## src/common/coex_pkg.sv

```systemverilog
// constants shared by the arbitration client and its helpers
// assumes a 100 MHz system clock and an APB register bus
package coex_pkg;
    // ****************
    // timing
    // ****************
    localparam int CLK_PERIOD_NS = 10;
    localparam int US_NS = 1000;
    localparam int MS_NS = 1000000;
    localparam int US_CYC = (US_NS + CLK_PERIOD_NS - 1) / CLK_PERIOD_NS;
    localparam int MS_CYC_DEF = MS_NS / CLK_PERIOD_NS;
    localparam int PCT_STEPS = 100;
    // one duty step is a hundredth of the period; PCT_CYC_DEF is a hundredth of a half-millisecond unit
    localparam int HALF_MS_NS = 500000;
    localparam int PCT_CYC_DEF = HALF_MS_NS / CLK_PERIOD_NS / PCT_STEPS;
    // ****************
    // register map
    // ****************
    localparam logic [7:0] OFF_CTRL = 8'h00;
    localparam logic [7:0] OFF_OPT = 8'h04;
    localparam logic [7:0] OFF_PWM = 8'h08;
    localparam logic [7:0] OFF_DIRW = 8'h0C;
    localparam logic [7:0] OFF_STAT = 8'h10;
    localparam int CTRL_EN = 0;
    localparam int CTRL_SHARED = 1;
    localparam int PWM_CTL_LSB = 0;
    localparam int PWM_DUTY_LSB = 8;
    localparam int PWM_PER_LSB = 16;
    // ****************
    // options word fields
    // ****************
    localparam int OPT_TMO_LSB = 0;
    localparam int OPT_NOACK = 8;
    localparam int OPT_ABORT = 9;
    localparam int OPT_TXHI = 10;
    localparam int OPT_RXHI = 11;
    localparam int OPT_RETRYHI = 12;
    localparam int OPT_RETRY = 13;
    localparam int OPT_HOLDOFF = 14;
    localparam int OPT_NOREQ = 16;
    localparam int OPT_MACSYNC = 17;
    localparam int OPT_RXMODE_LSB = 18;
    localparam int OPT_CCATHR_LSB = 20;
    localparam int OPT_MACTHR_LSB = 25;
    localparam logic [31:0] OPT_WMASK = 32'h067F7FFF;
    // ****************
    // reset values
    // ****************
    localparam logic [31:0] OPT_RST = 32'h00003C10;
    localparam logic EN_RST = 1'b1;
    localparam logic SHARED_RST = 1'b0;
    localparam logic [7:0] PWM_CTL_RST = 8'h00;
    localparam logic [7:0] DUTY_RST = 8'h32;
    localparam logic [7:0] PER_RST = 8'h14;
    localparam logic [7:0] DIRW_RST = 8'h00;
    // ****************
    // pwm request codes and ranges
    // ****************
    localparam logic [7:0] PWM_CODE_OFF = 8'h00;
    localparam logic [7:0] PWM_CODE_LO = 8'h80;
    localparam logic [7:0] PWM_CODE_HI = 8'h82;
    localparam logic [7:0] DUTY_MIN = 8'h05;
    localparam logic [7:0] DUTY_MAX = 8'h5F;
    localparam logic [7:0] PER_MIN = 8'h0A;
    localparam logic [7:0] PER_MAX = 8'hDA;

    typedef enum {PWM_DIS, PWM_LOW, PWM_HIGH} pwm_mode_type;

    function automatic logic [7:0] clamp_u8(input logic [7:0] v,
        input logic [7:0] lo, input logic [7:0] hi);
        clamp_u8 = (v < lo) ? lo : ((v > hi) ? hi : v);
    endfunction
endpackage

```

## src/common/coex_if.sv

```systemverilog
// signals between the arbitration client and its pwm and pulse helpers
// all members are synchronous to sys_clk of the client
`timescale 1ns/1ns
interface coex_if;
    logic ce;
    logic [7:0] pwm_ctl;
    logic [7:0] pwm_duty;
    logic [7:0] pwm_period;
    logic pwm_req;
    logic pwm_hi;
    logic [7:0] dir_width;
    logic req_rise;
    logic req_on;
    logic dir_hold;
    modport ctl (output ce, pwm_ctl, pwm_duty, pwm_period, dir_width,
        req_rise, req_on, input pwm_req, pwm_hi, dir_hold);
    modport pwm (input ce, pwm_ctl, pwm_duty, pwm_period,
        output pwm_req, pwm_hi);
    modport dir (input ce, dir_width, req_rise, req_on, output dir_hold);
endinterface

```

## src/rtl/coex_arbitration_client.sv

```systemverilog
// radio side of the traffic_arbitration handshake with an APB slave
// assumes synchronous inputs and an APB master on sys_clk
//
// Operation
// - pwm control codes: off, low, high
// - pwm duty five to ninety-five percent
// - pwm period ten to 218 half-ms
// - direction pulse width microseconds, zero off
// - global enable readable, writable while running
// - options bits 0-7 retry timeout ms
// - bit 8 with shared request: no ack without secured grant
// - bit 9 aborts transmit on lost grant
// - bits 10, 11 high priority tx, rx
// - bit 13 holds request after receive
// - bit 12 retry request at high priority
// - bit 14 enables hold-off input
// - bit 16 never asserts request
// - bit 17 channel access waits for grant
// - bits 18-19 choose sync or address start
// - bits 20-22 channel check failure escalation
// - bits 25-26 access failure escalation
// - request active high, grant low via deny
// - direction width zero: priority is a static level
// - reset options follow reference configuration
//
// Decided for this implementation: the placing of the registers and the APB slave port.
`timescale 1ns/1ns
module coex_arbitration_client
    import coex_pkg::*;
#(
    parameter int MS_CYC = MS_CYC_DEF,
    parameter int PCT_CYC = PCT_CYC_DEF
)
(
    input wire logic sys_clk,
    input wire logic rst_n,
    input wire logic ce,
    input wire logic [7:0] paddr,
    input wire logic psel,
    input wire logic penable,
    input wire logic pwrite,
    input wire logic [31:0] pwdata,
    output logic [31:0] prdata,
    output logic pready,
    output logic pslverr,
    input wire logic arbiter_deny,
    input wire logic radio_holdoff_in,
    input wire logic tx_pending,
    input wire logic tx_active,
    input wire logic rx_sync_det,
    input wire logic rx_addr_det,
    input wire logic rx_done,
    input wire logic cca_fail,
    input wire logic mac_fail,
    input wire logic tx_ok,
    output logic radio_active_req,
    output logic radio_status_prio,
    output logic mac_go,
    output logic ack_allowed,
    output logic tx_abort
);
    // ****************
    // registers
    // ****************
    logic en_r;
    logic shared_r;
    logic [31:0] opt_r;
    logic [7:0] pwm_ctl_r;
    logic [7:0] duty_r;
    logic [7:0] per_r;
    logic [7:0] dirw_r;
    logic [7:0] retry_ms_r;
    logic [19:0] ms_cnt_r;
    logic [2:0] cca_cnt_r;
    logic [1:0] mac_cnt_r;
    logic grant_d_r;

    coex_if cif();

    function automatic logic esc_hit(input logic [2:0] cnt,
        input logic [2:0] thr);
        esc_hit = (thr != 3'h0) && (cnt >= thr);
    endfunction

    // ****************
    // apb decode
    // ****************
    wire hit_ctrl = paddr == OFF_CTRL;
    wire hit_opt = paddr == OFF_OPT;
    wire hit_pwm = paddr == OFF_PWM;
    wire hit_dirw = paddr == OFF_DIRW;
    wire hit_stat = paddr == OFF_STAT;
    wire mapped = hit_ctrl | hit_opt | hit_pwm | hit_dirw | hit_stat;
    // one wait state; writes land on the edge that completes the access
    wire acc_first = psel && penable && !pready;
    wire wr_fire = ce && psel && penable && pready && pwrite;

    // ****************
    // arbitration core
    // ****************
    wire grant = !arbiter_deny;
    wire holdoff = opt_r[OPT_HOLDOFF] && radio_holdoff_in;
    wire rx_by_addr = opt_r[OPT_RXMODE_LSB +: 2] != 2'b00;
    wire rx_req = rx_by_addr ? rx_addr_det : rx_sync_det;
    wire [7:0] tmo = opt_r[OPT_TMO_LSB +: 8];
    wire retry_act = retry_ms_r != 8'h00;
    wire retry_load = rx_done && opt_r[OPT_RETRY] && tmo != 8'h00;
    wire ms_end = ms_cnt_r == 20'(MS_CYC - 1);
    wire esc_cca = esc_hit(cca_cnt_r, opt_r[OPT_CCATHR_LSB +: 3]);
    wire esc_mac = esc_hit({1'b0, mac_cnt_r},
        {1'b0, opt_r[OPT_MACTHR_LSB +: 2]});
    wire tx_esc = esc_cca || esc_mac;
    wire want = tx_pending || rx_req || retry_act || cif.pwm_req;
    wire req_nxt = en_r && !opt_r[OPT_NOREQ] && want;
    wire req_rise = req_nxt && !radio_active_req;
    // priority choice follows what is being requested, transmit first
    wire tx_lvl = opt_r[OPT_TXHI] || tx_esc;
    wire rx_lvl = opt_r[OPT_RXHI];
    wire retry_lvl = opt_r[OPT_RETRYHI];
    wire prio_lvl = tx_pending ? tx_lvl : rx_req ? rx_lvl :
        retry_act ? retry_lvl : cif.pwm_hi;
    wire dir_on = (req_rise && dirw_r != 8'h00) || cif.dir_hold;
    // during the pulse priority tells direction; otherwise a static level
    wire prio_nxt = req_nxt && (dir_on ? tx_pending : prio_lvl);
    wire mac_go_nxt = !en_r || !opt_r[OPT_MACSYNC] || (grant && !holdoff);
    wire ack_gate = opt_r[OPT_NOACK] && shared_r;
    wire secured = grant && !holdoff && radio_active_req;
    wire ack_nxt = !en_r || !ack_gate || secured;
    wire abort_nxt = en_r && opt_r[OPT_ABORT] && tx_active && !grant &&
        grant_d_r;
    wire [31:0] stat_word = {19'h00000, mac_cnt_r, cca_cnt_r, mac_go,
        cif.pwm_req, tx_esc, retry_act, holdoff, grant, radio_status_prio,
        radio_active_req};

    logic [31:0] rdata;
    assign rdata = hit_ctrl ? {30'h00000000, shared_r, en_r} :
        hit_opt ? opt_r :
        hit_pwm ? {8'h00, per_r, duty_r, pwm_ctl_r} :
        hit_dirw ? {24'h000000, dirw_r} :
        hit_stat ? stat_word : 32'h00000000;

    assign cif.ce = ce;
    assign cif.pwm_ctl = pwm_ctl_r;
    assign cif.pwm_duty = duty_r;
    assign cif.pwm_period = per_r;
    assign cif.dir_width = dirw_r;
    assign cif.req_rise = req_rise;
    assign cif.req_on = req_nxt;

    pwm_request_gen #(.PCT_CYC(PCT_CYC)) u_pwm (
        .sys_clk(sys_clk),
        .rst_n(rst_n),
        .bus(cif.pwm)
    );

    dir_pulse_timer u_dir (
        .sys_clk(sys_clk),
        .rst_n(rst_n),
        .bus(cif.dir)
    );

    // ****************
    // apb slave
    // ****************
    always_ff @(posedge sys_clk)
    begin
        if (!rst_n)
        begin
            pready <= 1'b0;
            pslverr <= 1'b0;
            prdata <= 32'h00000000;
        end
        else if (ce)
        begin
            pready <= acc_first;
            pslverr <= acc_first && !mapped;
            if (acc_first && !pwrite)
                prdata <= rdata;
        end
    end

    // reserved option bits are dropped; software is expected to write zero
    always_ff @(posedge sys_clk)
    begin
        if (!rst_n)
        begin
            en_r <= EN_RST;
            shared_r <= SHARED_RST;
            opt_r <= OPT_RST;
            pwm_ctl_r <= PWM_CTL_RST;
            duty_r <= DUTY_RST;
            per_r <= PER_RST;
            dirw_r <= DIRW_RST;
        end
        else if (wr_fire)
        begin
            if (hit_ctrl)
            begin
                en_r <= pwdata[CTRL_EN];
                shared_r <= pwdata[CTRL_SHARED];
            end
            if (hit_opt)
                opt_r <= pwdata & OPT_WMASK;
            if (hit_pwm)
            begin
                pwm_ctl_r <= pwdata[PWM_CTL_LSB +: 8];
                duty_r <= pwdata[PWM_DUTY_LSB +: 8];
                per_r <= pwdata[PWM_PER_LSB +: 8];
            end
            if (hit_dirw)
                dirw_r <= pwdata[7:0];
        end
    end

    // ****************
    // retry window timer
    // ****************
    always_ff @(posedge sys_clk)
    begin
        if (!rst_n)
        begin
            retry_ms_r <= 8'h00;
            ms_cnt_r <= 20'h00000;
        end
        else if (ce)
        begin
            if (retry_load)
            begin
                retry_ms_r <= tmo;
                ms_cnt_r <= 20'h00000;
            end
            else if (retry_act)
            begin
                ms_cnt_r <= ms_end ? 20'h00000 : ms_cnt_r + 20'h00001;
                if (ms_end)
                    retry_ms_r <= retry_ms_r - 8'h01;
            end
        end
    end

    // ****************
    // escalation counters
    // ****************
    // counters saturate so a long failure run cannot wrap back to low
    always_ff @(posedge sys_clk)
    begin
        if (!rst_n || (ce && tx_ok))
        begin
            cca_cnt_r <= 3'h0;
            mac_cnt_r <= 2'h0;
        end
        else if (ce)
        begin
            if (cca_fail && cca_cnt_r != 3'h7)
                cca_cnt_r <= cca_cnt_r + 3'h1;
            if (mac_fail && mac_cnt_r != 2'h3)
                mac_cnt_r <= mac_cnt_r + 2'h1;
        end
    end

    // ****************
    // pin outputs
    // ****************
    always_ff @(posedge sys_clk)
    begin
        if (!rst_n)
        begin
            radio_active_req <= 1'b0;
            radio_status_prio <= 1'b0;
            mac_go <= 1'b1;
            ack_allowed <= 1'b1;
            tx_abort <= 1'b0;
            grant_d_r <= 1'b0;
        end
        else if (ce)
        begin
            radio_active_req <= req_nxt;
            radio_status_prio <= prio_nxt;
            mac_go <= mac_go_nxt;
            ack_allowed <= ack_nxt;
            tx_abort <= abort_nxt;
            grant_d_r <= grant;
        end
    end

    // ****************
    // assertions
    // ****************
    AST_NOREQ_FORCED: assert property (@(posedge sys_clk) disable iff (!rst_n)
        (ce && opt_r[OPT_NOREQ]) |=> !radio_active_req)
        else $error("request asserted while forced off");
    AST_DISABLED_IDLE: assert property (@(posedge sys_clk) disable iff (!rst_n)
        (ce && !en_r) |=> (!radio_active_req && mac_go && ack_allowed))
        else $error("disabled client drives the link");
    AST_MAC_WAITS: assert property (@(posedge sys_clk) disable iff (!rst_n)
        (ce && en_r && opt_r[OPT_MACSYNC] && arbiter_deny) |=> !mac_go)
        else $error("channel access allowed without grant");
    AST_HOLDOFF_IGNORED: assert property (@(posedge sys_clk) disable iff (!rst_n)
        (ce && opt_r[OPT_MACSYNC] && !opt_r[OPT_HOLDOFF] && !arbiter_deny)
        |=> mac_go)
        else $error("hold-off honoured while disabled");
    AST_NO_ACK: assert property (@(posedge sys_clk) disable iff (!rst_n)
        (ce && en_r && opt_r[OPT_NOACK] && shared_r && arbiter_deny)
        |=> !ack_allowed)
        else $error("ack allowed without grant");
    AST_ABORT_CAUSE: assert property (@(posedge sys_clk) disable iff (!rst_n)
        tx_abort |-> $past(tx_active && arbiter_deny && opt_r[OPT_ABORT]))
        else $error("abort without lost grant");
    AST_TX_HIGH: assert property (@(posedge sys_clk) disable iff (!rst_n)
        (ce && en_r && tx_pending && opt_r[OPT_TXHI] && !opt_r[OPT_NOREQ]
        && dirw_r == 8'h00) |=> (radio_active_req && radio_status_prio))
        else $error("transmit not at high priority");
    AST_RETRY_HOLD: assert property (@(posedge sys_clk) disable iff (!rst_n)
        (ce && en_r && retry_load && !opt_r[OPT_NOREQ]) ##1 ce
        |=> radio_active_req)
        else $error("retry window did not hold request");
    AST_PRIO_WITH_REQ: assert property (@(posedge sys_clk) disable iff (!rst_n)
        radio_status_prio |-> radio_active_req)
        else $error("priority without request");
    AST_APB_ERR: assert property (@(posedge sys_clk) disable iff (!rst_n)
        pslverr |-> (pready && $past(psel && penable && !mapped)))
        else $error("slave error on mapped access");
    COV_ABORT: cover property (@(posedge sys_clk) disable iff (!rst_n)
        tx_abort);
    COV_RETRY: cover property (@(posedge sys_clk) disable iff (!rst_n)
        retry_act && radio_active_req && !rx_req);
    COV_ESCALATE: cover property (@(posedge sys_clk) disable iff (!rst_n)
        tx_esc && tx_pending && radio_status_prio);
endmodule

```

## src/rtl/dir_pulse_timer.sv

```systemverilog
// times the direction pulse on priority at the start of each request
// assumes req_rise is one cycle wide, from the same edge as the request
`timescale 1ns/1ns
module dir_pulse_timer
    import coex_pkg::*;
(
    input wire logic sys_clk,
    input wire logic rst_n,
    coex_if.dir bus
);
    logic [15:0] cnt_r;
    wire [15:0] load = 16'(bus.dir_width) * 16'(US_CYC);

    always_ff @(posedge sys_clk)
    begin
        if (!rst_n)
            cnt_r <= 16'h0000;
        else if (bus.ce)
        begin
            if (bus.req_rise)
                cnt_r <= load;
            else if (!bus.req_on || cnt_r == 16'h0000)
                cnt_r <= 16'h0000;
            else
                cnt_r <= cnt_r - 16'h0001;
        end
    end

    // the rise cycle itself is covered by the client, so hold stops at one
    assign bus.dir_hold = cnt_r > 16'h0001;

    AST_DIR_ZERO_OFF: assert property (@(posedge sys_clk) disable iff (!rst_n)
        (bus.ce && bus.req_rise && bus.dir_width == 8'h00) |=> !bus.dir_hold)
        else $error("direction pulse with zero width");
endmodule

```

## src/rtl/pwm_request_gen.sv

```systemverilog
// periodic request generator: period in half-ms units, duty in percent
// assumes cfg fields held stable by the register block
`timescale 1ns/1ns
module pwm_request_gen
    import coex_pkg::*;
#(
    parameter int PCT_CYC = PCT_CYC_DEF
)
(
    input wire logic sys_clk,
    input wire logic rst_n,
    coex_if.pwm bus
);
    logic [19:0] sub_r;
    logic [7:0] unit_r;
    logic [6:0] pct_r;
    pwm_mode_type mode;
    wire [7:0] duty_c = clamp_u8(bus.pwm_duty, DUTY_MIN, DUTY_MAX);
    wire [7:0] per_c = clamp_u8(bus.pwm_period, PER_MIN, PER_MAX);
    wire sub_end = sub_r == 20'(PCT_CYC - 1);
    wire unit_end = sub_end && (unit_r == per_c - 8'h01);
    wire run = mode != PWM_DIS;

    // undefined codes act as disabled
    always_comb
    begin
        case (bus.pwm_ctl)
            PWM_CODE_LO: mode = PWM_LOW;
            PWM_CODE_HI: mode = PWM_HIGH;
            default: mode = PWM_DIS;
        endcase
    end

    always_ff @(posedge sys_clk)
    begin
        if (!rst_n || (bus.ce && !run))
        begin
            sub_r <= 20'h00000;
            unit_r <= 8'h00;
            pct_r <= 7'h00;
            bus.pwm_req <= 1'b0;
            bus.pwm_hi <= 1'b0;
        end
        else if (bus.ce)
        begin
            sub_r <= sub_end ? 20'h00000 : sub_r + 20'h00001;
            if (sub_end)
                unit_r <= unit_end ? 8'h00 : unit_r + 8'h01;
            if (unit_end)
                pct_r <= (pct_r == 7'(PCT_STEPS - 1)) ? 7'h00 : pct_r + 7'h01;
            bus.pwm_req <= {1'b0, pct_r} < duty_c;
            bus.pwm_hi <= mode == PWM_HIGH;
        end
    end

    AST_PWM_UNDEF_OFF: assert property (@(posedge sys_clk) disable iff (!rst_n)
        (bus.ce && bus.pwm_ctl != PWM_CODE_LO && bus.pwm_ctl != PWM_CODE_HI)
        |=> !bus.pwm_req)
        else $error("pwm request active on undefined code");
    COV_PWM_HIGH: cover property (@(posedge sys_clk) disable iff (!rst_n)
        bus.pwm_req && bus.pwm_hi);
endmodule
```

## config.mk

```make
export PLATFORM = sky130hd
export DESIGN_NAME = coex_arbitration_client
export DESIGN_NICKNAME = d
export VERILOG_FILES = /design/src/common/coex_pkg.sv /design/src/common/coex_if.sv /design/src/rtl/coex_arbitration_client.sv /design/src/rtl/dir_pulse_timer.sv /design/src/rtl/pwm_request_gen.sv
export SDC_FILE = /design/constraint.sdc
export NUM_CORES = 1
export LEC_CHECK = 0
export BUFFER_PORTS_ARGS = -buffer_cell sky130_fd_sc_hd__clkbuf_2
export CELL_PAD_IN_SITES_DETAIL_PLACEMENT = 1
export CELL_PAD_IN_SITES_GLOBAL_PLACEMENT = 1
export CORE_ASPECT_RATIO = 1.25
export CORE_MARGIN = 10
export CORE_UTILIZATION = 40
export CTS_CLUSTER_SIZE = 14
export DETAILED_ROUTE_END_ITERATION = 12
export GPL_TIMING_DRIVEN = 0
export PLACE_DENSITY_LB_ADDON = 0.1
export SLEW_MARGIN = 0
export SYNTH_ARGS = -nofsm -noshare
export SYNTH_HDL_FRONTEND = slang
export SYNTH_HIERARCHICAL = 1
export SYNTH_SLANG_ARGS = --single-unit
```

## constraint.sdc

```tcl
create_clock -name sys_clk -period 3.35 [get_ports sys_clk]
set_clock_uncertainty 0.1 [all_clocks]
set_input_delay 0.67 -clock sys_clk [delete_from_list [all_inputs] [get_ports sys_clk]]
set_output_delay 0.67 -clock sys_clk [all_outputs]
set_load 0.02 [all_outputs]
```

==> flow_metrics.env, run 1 <==
export IMPL_clk_latency_ns=0.45
export IMPL_syn_area_um2=9840
export IMPL_grt_overflow_total=0
export IMPL_vdd_ir_drop_max_mv=0.622
export IMPL_grt_first_pass_wirelength_um=51900
export IMPL_via_per_inst=5.64
export IMPL_p_int_mw=4.12
export IMPL_criticalPathCategory="reg -> reg"
export IMPL_clk_pin_slew_ns=0.09
export IMPL_antenna_found_initial=0
export IMPL_wl_per_cell_um=19.8
export IMPL_cp_start_kind="register"
export IMPL_combPwrFrac_pct=33.7
export IMPL_ys_types=74
export IMPL_drc_errors=0
export IMPL_cts_root_buffer="clkbuf_16"
export IMPL_tightest_slew_ns=0.812
export IMPL_clock_path_buffers=2
export IMPL_p_leak_nw=4.54
export IMPL_critPathMaxFanout=7
export IMPL_synth_commonest_cells="dfxtp_1 (178), nand2_1 (177), nor2_1 (113), a21oi_1 (90), nand3_1 (64)"
export IMPL_grt_pass1_vias=9536
export IMPL_floorplan_die_area_um2=31300
export IMPL_fin_cells=1683
export IMPL_cap_violations=0
export IMPL_finish_net_count=1451
export IMPL_yosysTopAreaCell="dfxtp_1"
export IMPL_die_h_um=195
export IMPL_synth_simple_area_share_pct=27.7
export IMPL_grt_use_total_pct=20.5
export IMPL_fmax_mhz=301
export IMPL_ios=95
export IMPL_htreeDepth=4
export IMPL_seq_area_frac_synth_pct=36.2
export IMPL_p_clk_share_pct=31.3
export IMPL_dr_pass1_iters=5
export IMPL_hold_viol=0
export IMPL_synth_top_family_by_area="simple AND/OR/NAND/NOR gates"
export IMPL_maxSlewHeadroom_pct=45.1
export IMPL_period_share_pct=99.3
export IMPL_setup_violations=0
export IMPL_synth_compound_area_share_pct=17.2
export IMPL_drive_above_1_share_pct=13.5
export IMPL_switching_share_pct=38.2
export IMPL_drt_iter0_drc=410
export IMPL_synth_area_leaders="dfxtp_1 (36%), nand2_1 (6.8%), ha_1 (6.6%)"
export IMPL_place_congestion=0.868
export IMPL_yosysMostFrequentCell="dfxtp_1"
export IMPL_synthesis_instances=1228
export IMPL_synth_edf_count=0
export IMPL_port_buffers=82
export IMPL_numCtsBuffers=17
export IMPL_coreArea_um2=24300
export IMPL_route_top_layer_used="met4"
export IMPL_run_status="finished, final reports clean"
export IMPL_synth_mux_area_share_pct=2.37
export IMPL_period_needed_ns=3.33
export IMPL_syn_avg_cell_area_um2=8.01
export IMPL_async_flop_share_pct=0
export IMPL_num_vias=9492
export IMPL_synthAdderAreaFrac_pct=7.23
export IMPL_worstPathArrival_ns=3.60
export IMPL_synth_seq_cells=178
export IMPL_power_density_nw_per_um2=579
export IMPL_met1_length_um=14500
export IMPL_cts_sinks=178
export IMPL_cts_tree="done"
export IMPL_p_switching_mw=2.54
export IMPL_finalPower_mw=6.66
export IMPL_critPathRequiredTime_ns=3.62
export IMPL_synthDominantCellAreaShare_pct=36.2
export IMPL_initial_utilization_pct=40.4
export IMPL_num_rows=64
export IMPL_area_delta_synth_final_pct=16.9
export IMPL_worstSetupEndpointType="register"
export IMPL_synth_ff_type="dfxtp_1"
export IMPL_wirelength_um=33400
export IMPL_antenna_cells=0
export IMPL_cts_hold_buf=0
export IMPL_pwr_share_seq_pct=35.0
export IMPL_synth_warnings=6
export IMPL_slew_viol_final=0
export IMPL_dr_wl_met3_um=1220
export IMPL_rsz0062_at_grt="true"
export IMPL_hp_class="in -> reg"
export IMPL_dp_hpwl_um=25400
export IMPL_dp_cells=1645
export IMPL_grt_max_degree=19
export IMPL_antenna_left=0
export IMPL_die_w_um=160
export IMPL_dr_wl_met2_um=17000
export IMPL_synthXorXnorAreaFrac_pct=4.63
## state kept, by name (all words and copies together) (netlist names), 2 cells and up
register and cells:
retry_ms_r 8, prdata 26, cif.dir_width 8, cif.pwm_period 8
cif.pwm_duty 8, opt_r 24, mac_cnt_r 2, u_pwm/unit_r 8
u_pwm/sub_r 20, u_pwm/pct_r 7, u_dir/cnt_r 16, ms_cnt_r 20
cif.pwm_ctl 8, cca_cnt_r 3
## timing repair
item,in CTS,in global routing
endpoints found under the setup margin,31,22
setup buffers,1,10
gates resized for setup,20,22
cloned,0,0
pin swaps,5,10
endpoints found under the hold margin,0,0
## area by class of cell
class	count	area, µm²
buffer	66	305
clock buffer	18	439
clock inverter	14	163
fill	3033	12800
inverter	36	135
multi-input combinational	948	5970
sequential	178	3580
tap	330	413
timing repair buffer	93	490
## power by group through the flow
stage	Combinational [mW]	Sequential (mW)	Clock [mW]
after floorplan	1.57	2.36	0
after global placement	2.20	2.37	0
after CTS	2.21	2.33	2.12
after global routing	2.44	2.34	2.21
final	2.24	2.33	2.09
after detailed placement	2.20	2.38	0
## worst paths after layout
kind	from	to	cells past startpoint	slack, ns
setup / recovery	cif.pwm_period[2]	u_pwm/pct_r[5]	14	0.02
hold / removal	pwdata[21]	cif.pwm_period[5]	3	0.34
hold reg to reg	prdata[25]	prdata[25]	2	0.37
setup reg to reg	cif.pwm_period[2]	u_pwm/pct_r[5]	14	0.02
## worst max-delay path, stage by stage (launching register included)
cell,delay (ns)
dfxtp_4,0.38
nor4b_4,0.28
and3_1,0.21
o21a_1,0.16
nor2b_4,0.17
ha_4,0.16
nand2b_4,0.07
buf_4,0.13
or4_1,0.39
o211ai_1,0.13
xnor2_1,0.10
nand4b_1,0.17
buf_4,0.17
or4_4,0.48
a21oi_2,0.12
## layout by cell type, fill, tap and decap left out, types with 30 or more instances in the layout
cell and count:
a21oi_1 89, clkbuf_2 86, nor2_1 112, inv_1 36, dfxtp_1 170, nand2_1 177
nand3_1 64, ha_1 51, clkbuf_1 47, o21ai_0 43, nor3_1 30
## per-stage QoR
| step | cell area [µm²] | TNS, ns | utilization (%) | setup slack [ns] | hold slack [ns] |
|---|---|---|---|---|---|
| finish | 11500 | 0 | 47.2 | 0.0241 | 0.342 |
| global route | 11500 | -0.551 | 47.2 | -0.141 | 0.347 |
| CTS | 11300 | 0 | 46.6 | 0.00912 | 0.336 |
| detailed placement | 10700 | -17.36 | 43.9 | -0.679 | 0.359 |
| global placement | 10700 | -13.22 | 43.9 | -0.630 | 0.353 |
| floorplan | 9850 | 0 | - | 0.134 | 0.345 |
## kinds of logic (layout without fill, tap and decap cells)
kind of cell / Yosys count / in the layout
xor+xnor: 52 / 52
other cells: 1 / 6
buf+inv: 107 / 227
simple gates: 549 / 549
compound gates: 264 / 264
flops: 178 / 178
fa+ha+maj: 55 / 55
mux: 22 / 22
## routing by layer
metal / track usage, % / up-vias
li1: - / 4608
met1: 24.7 / 4681
met2: 36.6 / 168
met3: 3.43 / 35
met4: 6.13 / 0
met5: 0 / -
(Power assumes the default switching activity.)
==> run 2: changes to the inputs <==
Settings changed: PLACE_DENSITY from default to 0.79, PLACE_DENSITY_LB_ADDON 0.1 to default.
==> run 2 against run 1 <==
Critical path type unchanged. Highest routed layer unchanged. Via count rose by 2.0%. Wire length rose by 2.7%. Non-clock buffer count rose by 3. Worst setup slack got worse by 0.17 ns. Clock power fell by 8%. Sequential share of layout area barely moved. Combinational power barely moved. Die area did not move. Cell count barely moved. Maximum frequency fell by 5.0%. The flow now finishes with violations (setup timing). Cell area rose by 0.17%. Sequential cell count did not move.
==> flow_metrics.env, run 2 (synthesis results as in run 1) <==
export IMPL_cp_start_kind="register"
export IMPL_multiInputGateArea_um2=6010
export IMPL_cts_sinks=178
export IMPL_clk_latency_ns=0.45
export IMPL_area_delta_synth_final_pct=17.1
export IMPL_cts_root_buffer="clkbuf_16"
export IMPL_hold_viol=0
export IMPL_dp_hpwl_um=25800
export IMPL_drive_above_1_share_pct=13.8
export IMPL_period_share_pct=104
export IMPL_num_rows=64
export IMPL_run_status="finished, violations left"
export IMPL_dpl_cell_area_um2=10700
export IMPL_power_density_nw_per_um2=565
export IMPL_dr_pass1_iters=4
export IMPL_setup_slack_ns=-0.150
export IMPL_crit_top_cell="buf_4"
export IMPL_fin_setup_tns_ns=-0.576
export IMPL_largest_reg_flops=26
export IMPL_final_seq_area_um2=3590
export IMPL_grt_first_pass_wirelength_um=53900
export IMPL_grt_overflow_total=0
export IMPL_fillers=3087
export IMPL_htreeDepth=4
export IMPL_final_common_cell="nand2_1"
export IMPL_finalPower_mw=6.51
export IMPL_top_regs="prdata: 26 flops, opt_r: 24 flops"
export IMPL_ios=95
export IMPL_num_vias=9680
export IMPL_cp_top_family="simple AND/OR/NAND/NOR gates"
export IMPL_final_cell_area_um2=11500
export IMPL_drt_iter0_drc=612
export IMPL_largest_register="prdata"
export IMPL_path_buf_inv=3
export IMPL_cp_cell_sequence="buf_4 -> o21ai_0 -> nand2_1 -> o21a_1 -> buf_4 -> nand2_1 -> ha_4 -> nand2b_4 -> buf_4 -> or4_1 -> o211ai_1 -> xnor2_1 -> nand4b_1 -> or4_4 -> a21oi_2"
export IMPL_grt_max_degree=17
export IMPL_grt_use_total_pct=21.2
export IMPL_place_ws_ns=-0.647
export IMPL_critPathMaxFanout=7
export IMPL_antenna_found_initial=0
export IMPL_critPathRequiredTime_ns=3.63
export IMPL_antenna_cells=0
export IMPL_place_congestion=0.917
export IMPL_tightest_slew_ns=0.879
export IMPL_wl_per_cell_um=20.4
export IMPL_drc_errors=0
export IMPL_p_leak_nw=4.53
export IMPL_clk_pin_slew_ns=0.07
export IMPL_setup_violations=13
export IMPL_fmax_mhz=286
export IMPL_reg2reg_slack_ns=-0.15
export IMPL_clock_path_buffers=2
export IMPL_vdd_ir_drop_max_mv=0.709
export IMPL_wirelength_um=34300
export IMPL_criticalPathCategory="reg -> reg"
export IMPL_slew_viol_final=0
export IMPL_die_h_um=195
export IMPL_cap_violations=0
export IMPL_crit_slowest_cell="or4_4"
export IMPL_period_needed_ns=3.50
export IMPL_port_buffers=82
export IMPL_initial_utilization_pct=40.4
export IMPL_floorplan_die_area_um2=31300
export IMPL_hp_class="in -> reg"
export IMPL_rsz0062_at_grt="true"
export IMPL_grt_pass1_vias=9825
export IMPL_finish_net_count=1454
export IMPL_worstSetupEndpointType="register"
export IMPL_final_cell_mix="nand2_1 (177), dfxtp_1 (170), nor2_1 (112)"
export IMPL_worstPathArrival_ns=3.78
export IMPL_maxSlewHeadroom_pct=40.6
export IMPL_violations="setup timing"
export IMPL_antenna_left=0
export IMPL_cts_tree="done"
export IMPL_slowest_delay_ns=0.57
export IMPL_via_per_inst=5.75
export IMPL_numCtsBuffers=17
export IMPL_die_w_um=160
export IMPL_coreArea_um2=24300
-- run 2: cell types whose count changed in the layout (fill, tap and decap cells not counted), sizes merged --
cell | previous run | this run
inv | 44 | 38
buf | 26 | 30
clkbuf | 151 | 154
-- run 2: area by class of cell --
class / instances / area share (%)
buffer: 65 / 2.60
inverter: 36 / 1.17
sequential: 178 / 31.1
clock inverter: 8 / 0.706
multi-input combinational: 948 / 52.2
clock buffer: 22 / 3.94
tap: 330 / 3.59
timing repair buffer: 97 / 4.61
-- run 2: what timing repair did --
action                                  in CTS  in global routing
endpoints found under the setup margin      31                 30
setup buffers                                3                 11
gates resized for setup                     23                 32
pin swaps                                    5                 12
gates cloned                                 1                  0
hold buffers                                 0                  0
-- run 2: metal layers --
layer	vias to the layer above	track usage (%)	wire, µm
met2	203	38.1	17800
li1	4611	-	-
met1	4818	25.3	14600
met4	0	7.02	752
met5	-	0	0
met3	48	2.99	1170
-- run 2: where the power goes --
group          leakage (nW)  switching (mW)  internal (mW)
logic                  2.83            1.43          0.825
registers              1.44           0.120           2.21
clock network         0.257           0.888           1.04
total                  4.53            2.44           4.07
-- run 2: worst register-to-register path, cell delays in order, from the launching register on --
cell      delay (ns)
dfxtp_4         0.38
buf_4           0.17
o21ai_0         0.19
nand2_1         0.13
o21a_1          0.17
buf_4           0.15
nand2_1         0.10
ha_4            0.16
nand2b_4        0.07
buf_4           0.14
or4_1           0.41
o211ai_1        0.14
xnor2_1         0.11
nand4b_1        0.34
or4_4           0.57
a21oi_2         0.12
-- run 2: worst paths after layout --
path | start | to | cells after the start
worst max-delay path | cif.pwm_period[2] | u_pwm/pct_r[5] | 15
worst min-delay path | pwdata[25] | opt_r[25] | 3
worst max register to register | cif.pwm_period[2] | u_pwm/pct_r[5] | 15
worst min register to register | prdata[23] | prdata[23] | 2
-- run 2: stage by stage --
stage                     hold slack (ns)  util, %  std cells
after floorplan                     0.345        -       1233
after global placement              0.356     43.9       1645
after detailed placement            0.360     43.9       1645
after CTS                           0.343     46.5       1675
after global routing                0.372     47.3       1684
final                               0.360     47.3       1684
==> run 3: changes to the inputs <==
Settings changed: CORE_MARGIN 10 to default, MAX_ROUTING_LAYER from default to met4.
==> run 3 against run 2 <==
The flow now finishes without violations. Worst hold slack got worse by 0.012 ns. Combinational power barely moved. Via count barely moved. Critical path type unchanged. Largest power group unchanged.
==> flow_metrics.env, run 3 (synthesis results as in run 1) <==
export IMPL_run_status="finished, final reports clean"
export IMPL_die_h_um=177
export IMPL_die_w_um=142
export IMPL_vdd_ir_drop_max_mv=0.491
export IMPL_antenna_left=0
export IMPL_cp_start_kind="register"
export IMPL_drive_above_1_share_pct=13.6
export IMPL_rr_startpoint="cif.pwm_period[6]"
export IMPL_area_delta_synth_final_pct=17.2
export IMPL_finish_net_count=1449
export IMPL_initial_utilization_pct=41.0
export IMPL_finalPower_mw=6.67
export IMPL_reg2reg_depth=12
export IMPL_numCtsBuffers=17
export IMPL_worstPathArrival_ns=3.62
export IMPL_dr_pass1_iters=5
export IMPL_cap_violations=0
export IMPL_whs_ns=0.348
export IMPL_htreeDepth=4
export IMPL_port_buffers=82
export IMPL_largest_reg_flops=26
export IMPL_cts_tree="done"
export IMPL_combPwrFrac_pct=33.7
export IMPL_fillers=2984
export IMPL_rsz0062_at_grt="true"
export IMPL_period_share_pct=99.9
export IMPL_slew_viol_final=0
export IMPL_final_common_cell="nand2_1"
export IMPL_num_vias=9674
export IMPL_tightest_slew_ns=0.807
export IMPL_grt_use_total_pct=27.4
export IMPL_maxSlewHeadroom_pct=46.2
export IMPL_p_int_mw=4.06
export IMPL_grt_pass1_vias=9824
export IMPL_drc_errors=0
export IMPL_drt_iter0_drc=535
export IMPL_reg2reg_slack_ns=0.002
export IMPL_setup_slack_ns=0.00217
export IMPL_setup_violations=0
export IMPL_p_leak_nw=4.54
export IMPL_worstSetupEndpointType="register"
export IMPL_crit_end="u_pwm/pct_r[3]"
export IMPL_place_congestion=0.949
export IMPL_grt_max_degree=22
export IMPL_num_rows=63
export IMPL_hold_viol=0
export IMPL_clock_path_buffers=2
export IMPL_antenna_cells=0
export IMPL_criticalPathCategory="reg -> reg"
export IMPL_hp_class="in -> reg"
export IMPL_via_per_inst=5.77
export IMPL_crit_start="cif.pwm_period[6]"
export IMPL_dp_cells=1640
export IMPL_period_needed_ns=3.35
export IMPL_power_density_nw_per_um2=579
export IMPL_place_ws_ns=-0.583
export IMPL_pwr_share_seq_pct=34.9
export IMPL_clk_pin_slew_ns=0.09
export IMPL_floorplan_die_area_um2=25200
export IMPL_largest_register="prdata"
export IMPL_coreArea_um2=24000
export IMPL_cts_hold_buf=0
export IMPL_clk_latency_ns=0.45
export IMPL_grt_overflow_total=0
export IMPL_cts_root_buffer="clkbuf_16"
export IMPL_critPathMaxFanout=11
export IMPL_dp_hpwl_um=24300
export IMPL_final_cell_mix="nand2_1 (176), dfxtp_1 (170), nor2_1 (112)"
export IMPL_grt_first_pass_wirelength_um=52000
export IMPL_wl_per_cell_um=19.6
export IMPL_critPathRequiredTime_ns=3.62
export IMPL_r2r_end="u_pwm/pct_r[3]"
export IMPL_wirelength_um=32900
export IMPL_top_regs="prdata: 26 flops, opt_r: 24 flops"
export IMPL_ios=95
export IMPL_cts_sinks=178
export IMPL_switching_share_pct=39.1
export IMPL_fin_cells=1676
export IMPL_p_switching_mw=2.61
export IMPL_antenna_found_initial=0
export IMPL_p_clk_share_pct=31.4
export IMPL_fin_setup_tns_ns=0
export IMPL_fmax_mhz=299
run 3: cell types whose count changed in the layout (fill, tap and decap cells not counted), sizes merged:
cell      previous run  this run
buf                 30        25
bufinv               1         0
clkbuf             154       149
clkinv               3         7
clkinvlp             2         1
inv                 38        43
run 3: timing repair:
action                                  4_1_cts  5_1_grt
pin swaps                                     7       10
resized for setup                            20       27
buffers inserted                              2        8
endpoints found under the setup margin       31       24
run 3: final cells by class:
| cell class | instances | area [µm²] | area share (%) |
|---|---|---|---|
| Clock inverter | 15 | 198 | 1.71 |
| Buffer | 65 | 297 | 2.57 |
| Clock buffer | 17 | 425 | 3.69 |
| Multi-Input combinational cell | 948 | 6000 | 52.1 |
| Timing Repair Buffer | 92 | 487 | 4.22 |
| Inverter | 36 | 135 | 1.17 |
| Tap cell | 325 | 407 | 3.53 |
| Sequential cell | 178 | 3580 | 31.0 |
run 3: how the worst min path moves through the flow:
stage,start,to,slack [ns],cells after the start
after floorplan,cif.pwm_ctl[5],cif.pwm_ctl[5],0.34,2
after global placement,prdata[26],prdata[26],0.35,2
after detailed placement,prdata[26],prdata[26],0.36,2
after CTS,pwdata[21],cif.pwm_period[5],0.33,3
after global routing,pwdata[21],cif.pwm_period[5],0.35,3
final,pwdata[19],opt_r[19],0.35,3
run 3: power by group through the flow:
| stage | sequential (mW) | combinational [mW] | clock [mW] |
|---|---|---|---|
| floorplan | 2.36 | 1.57 | 0 |
| global placement | 2.37 | 2.17 | 0 |
| detailed placement | 2.37 | 2.20 | 0 |
| CTS | 2.33 | 2.22 | 2.13 |
| global route | 2.34 | 2.44 | 2.21 |
| finish | 2.33 | 2.25 | 2.10 |
run 3: per-layer routing:
| metal | vias up | share of wire (%) | track usage (%) |
|---|---|---|---|
| met2 | 234 | 50 | 47.0 |
| met3 | 62 | 4.2 | 3.72 |
| met5 | - | 0 | - |
| met1 | 4770 | 43 | 32.2 |
| met4 | 0 | 2.8 | 10.5 |
| li1 | 4608 | - | - |
run 3: critical path, cell delays in order, from the launching register on:
cell       delay [ns]
dfxtp_2          0.41
nor4_2           0.40
nand2_1          0.13
o21a_1           0.17
nand2_1          0.12
ha_4             0.16
nand2b_4         0.07
o41ai_2          0.22
mux2i_1          0.16
a2111oi_4        0.39
nand4b_1         0.27
or4_4            0.55
a21oi_2          0.11
run 3: per-stage QoR:
stage	util (%)	instance area (µm²)
floorplan	-	9850
global placement	44.5	10700
detailed placement	44.5	10700
CTS	47.5	11400
global route	48.1	11500
finish	48.1	11500
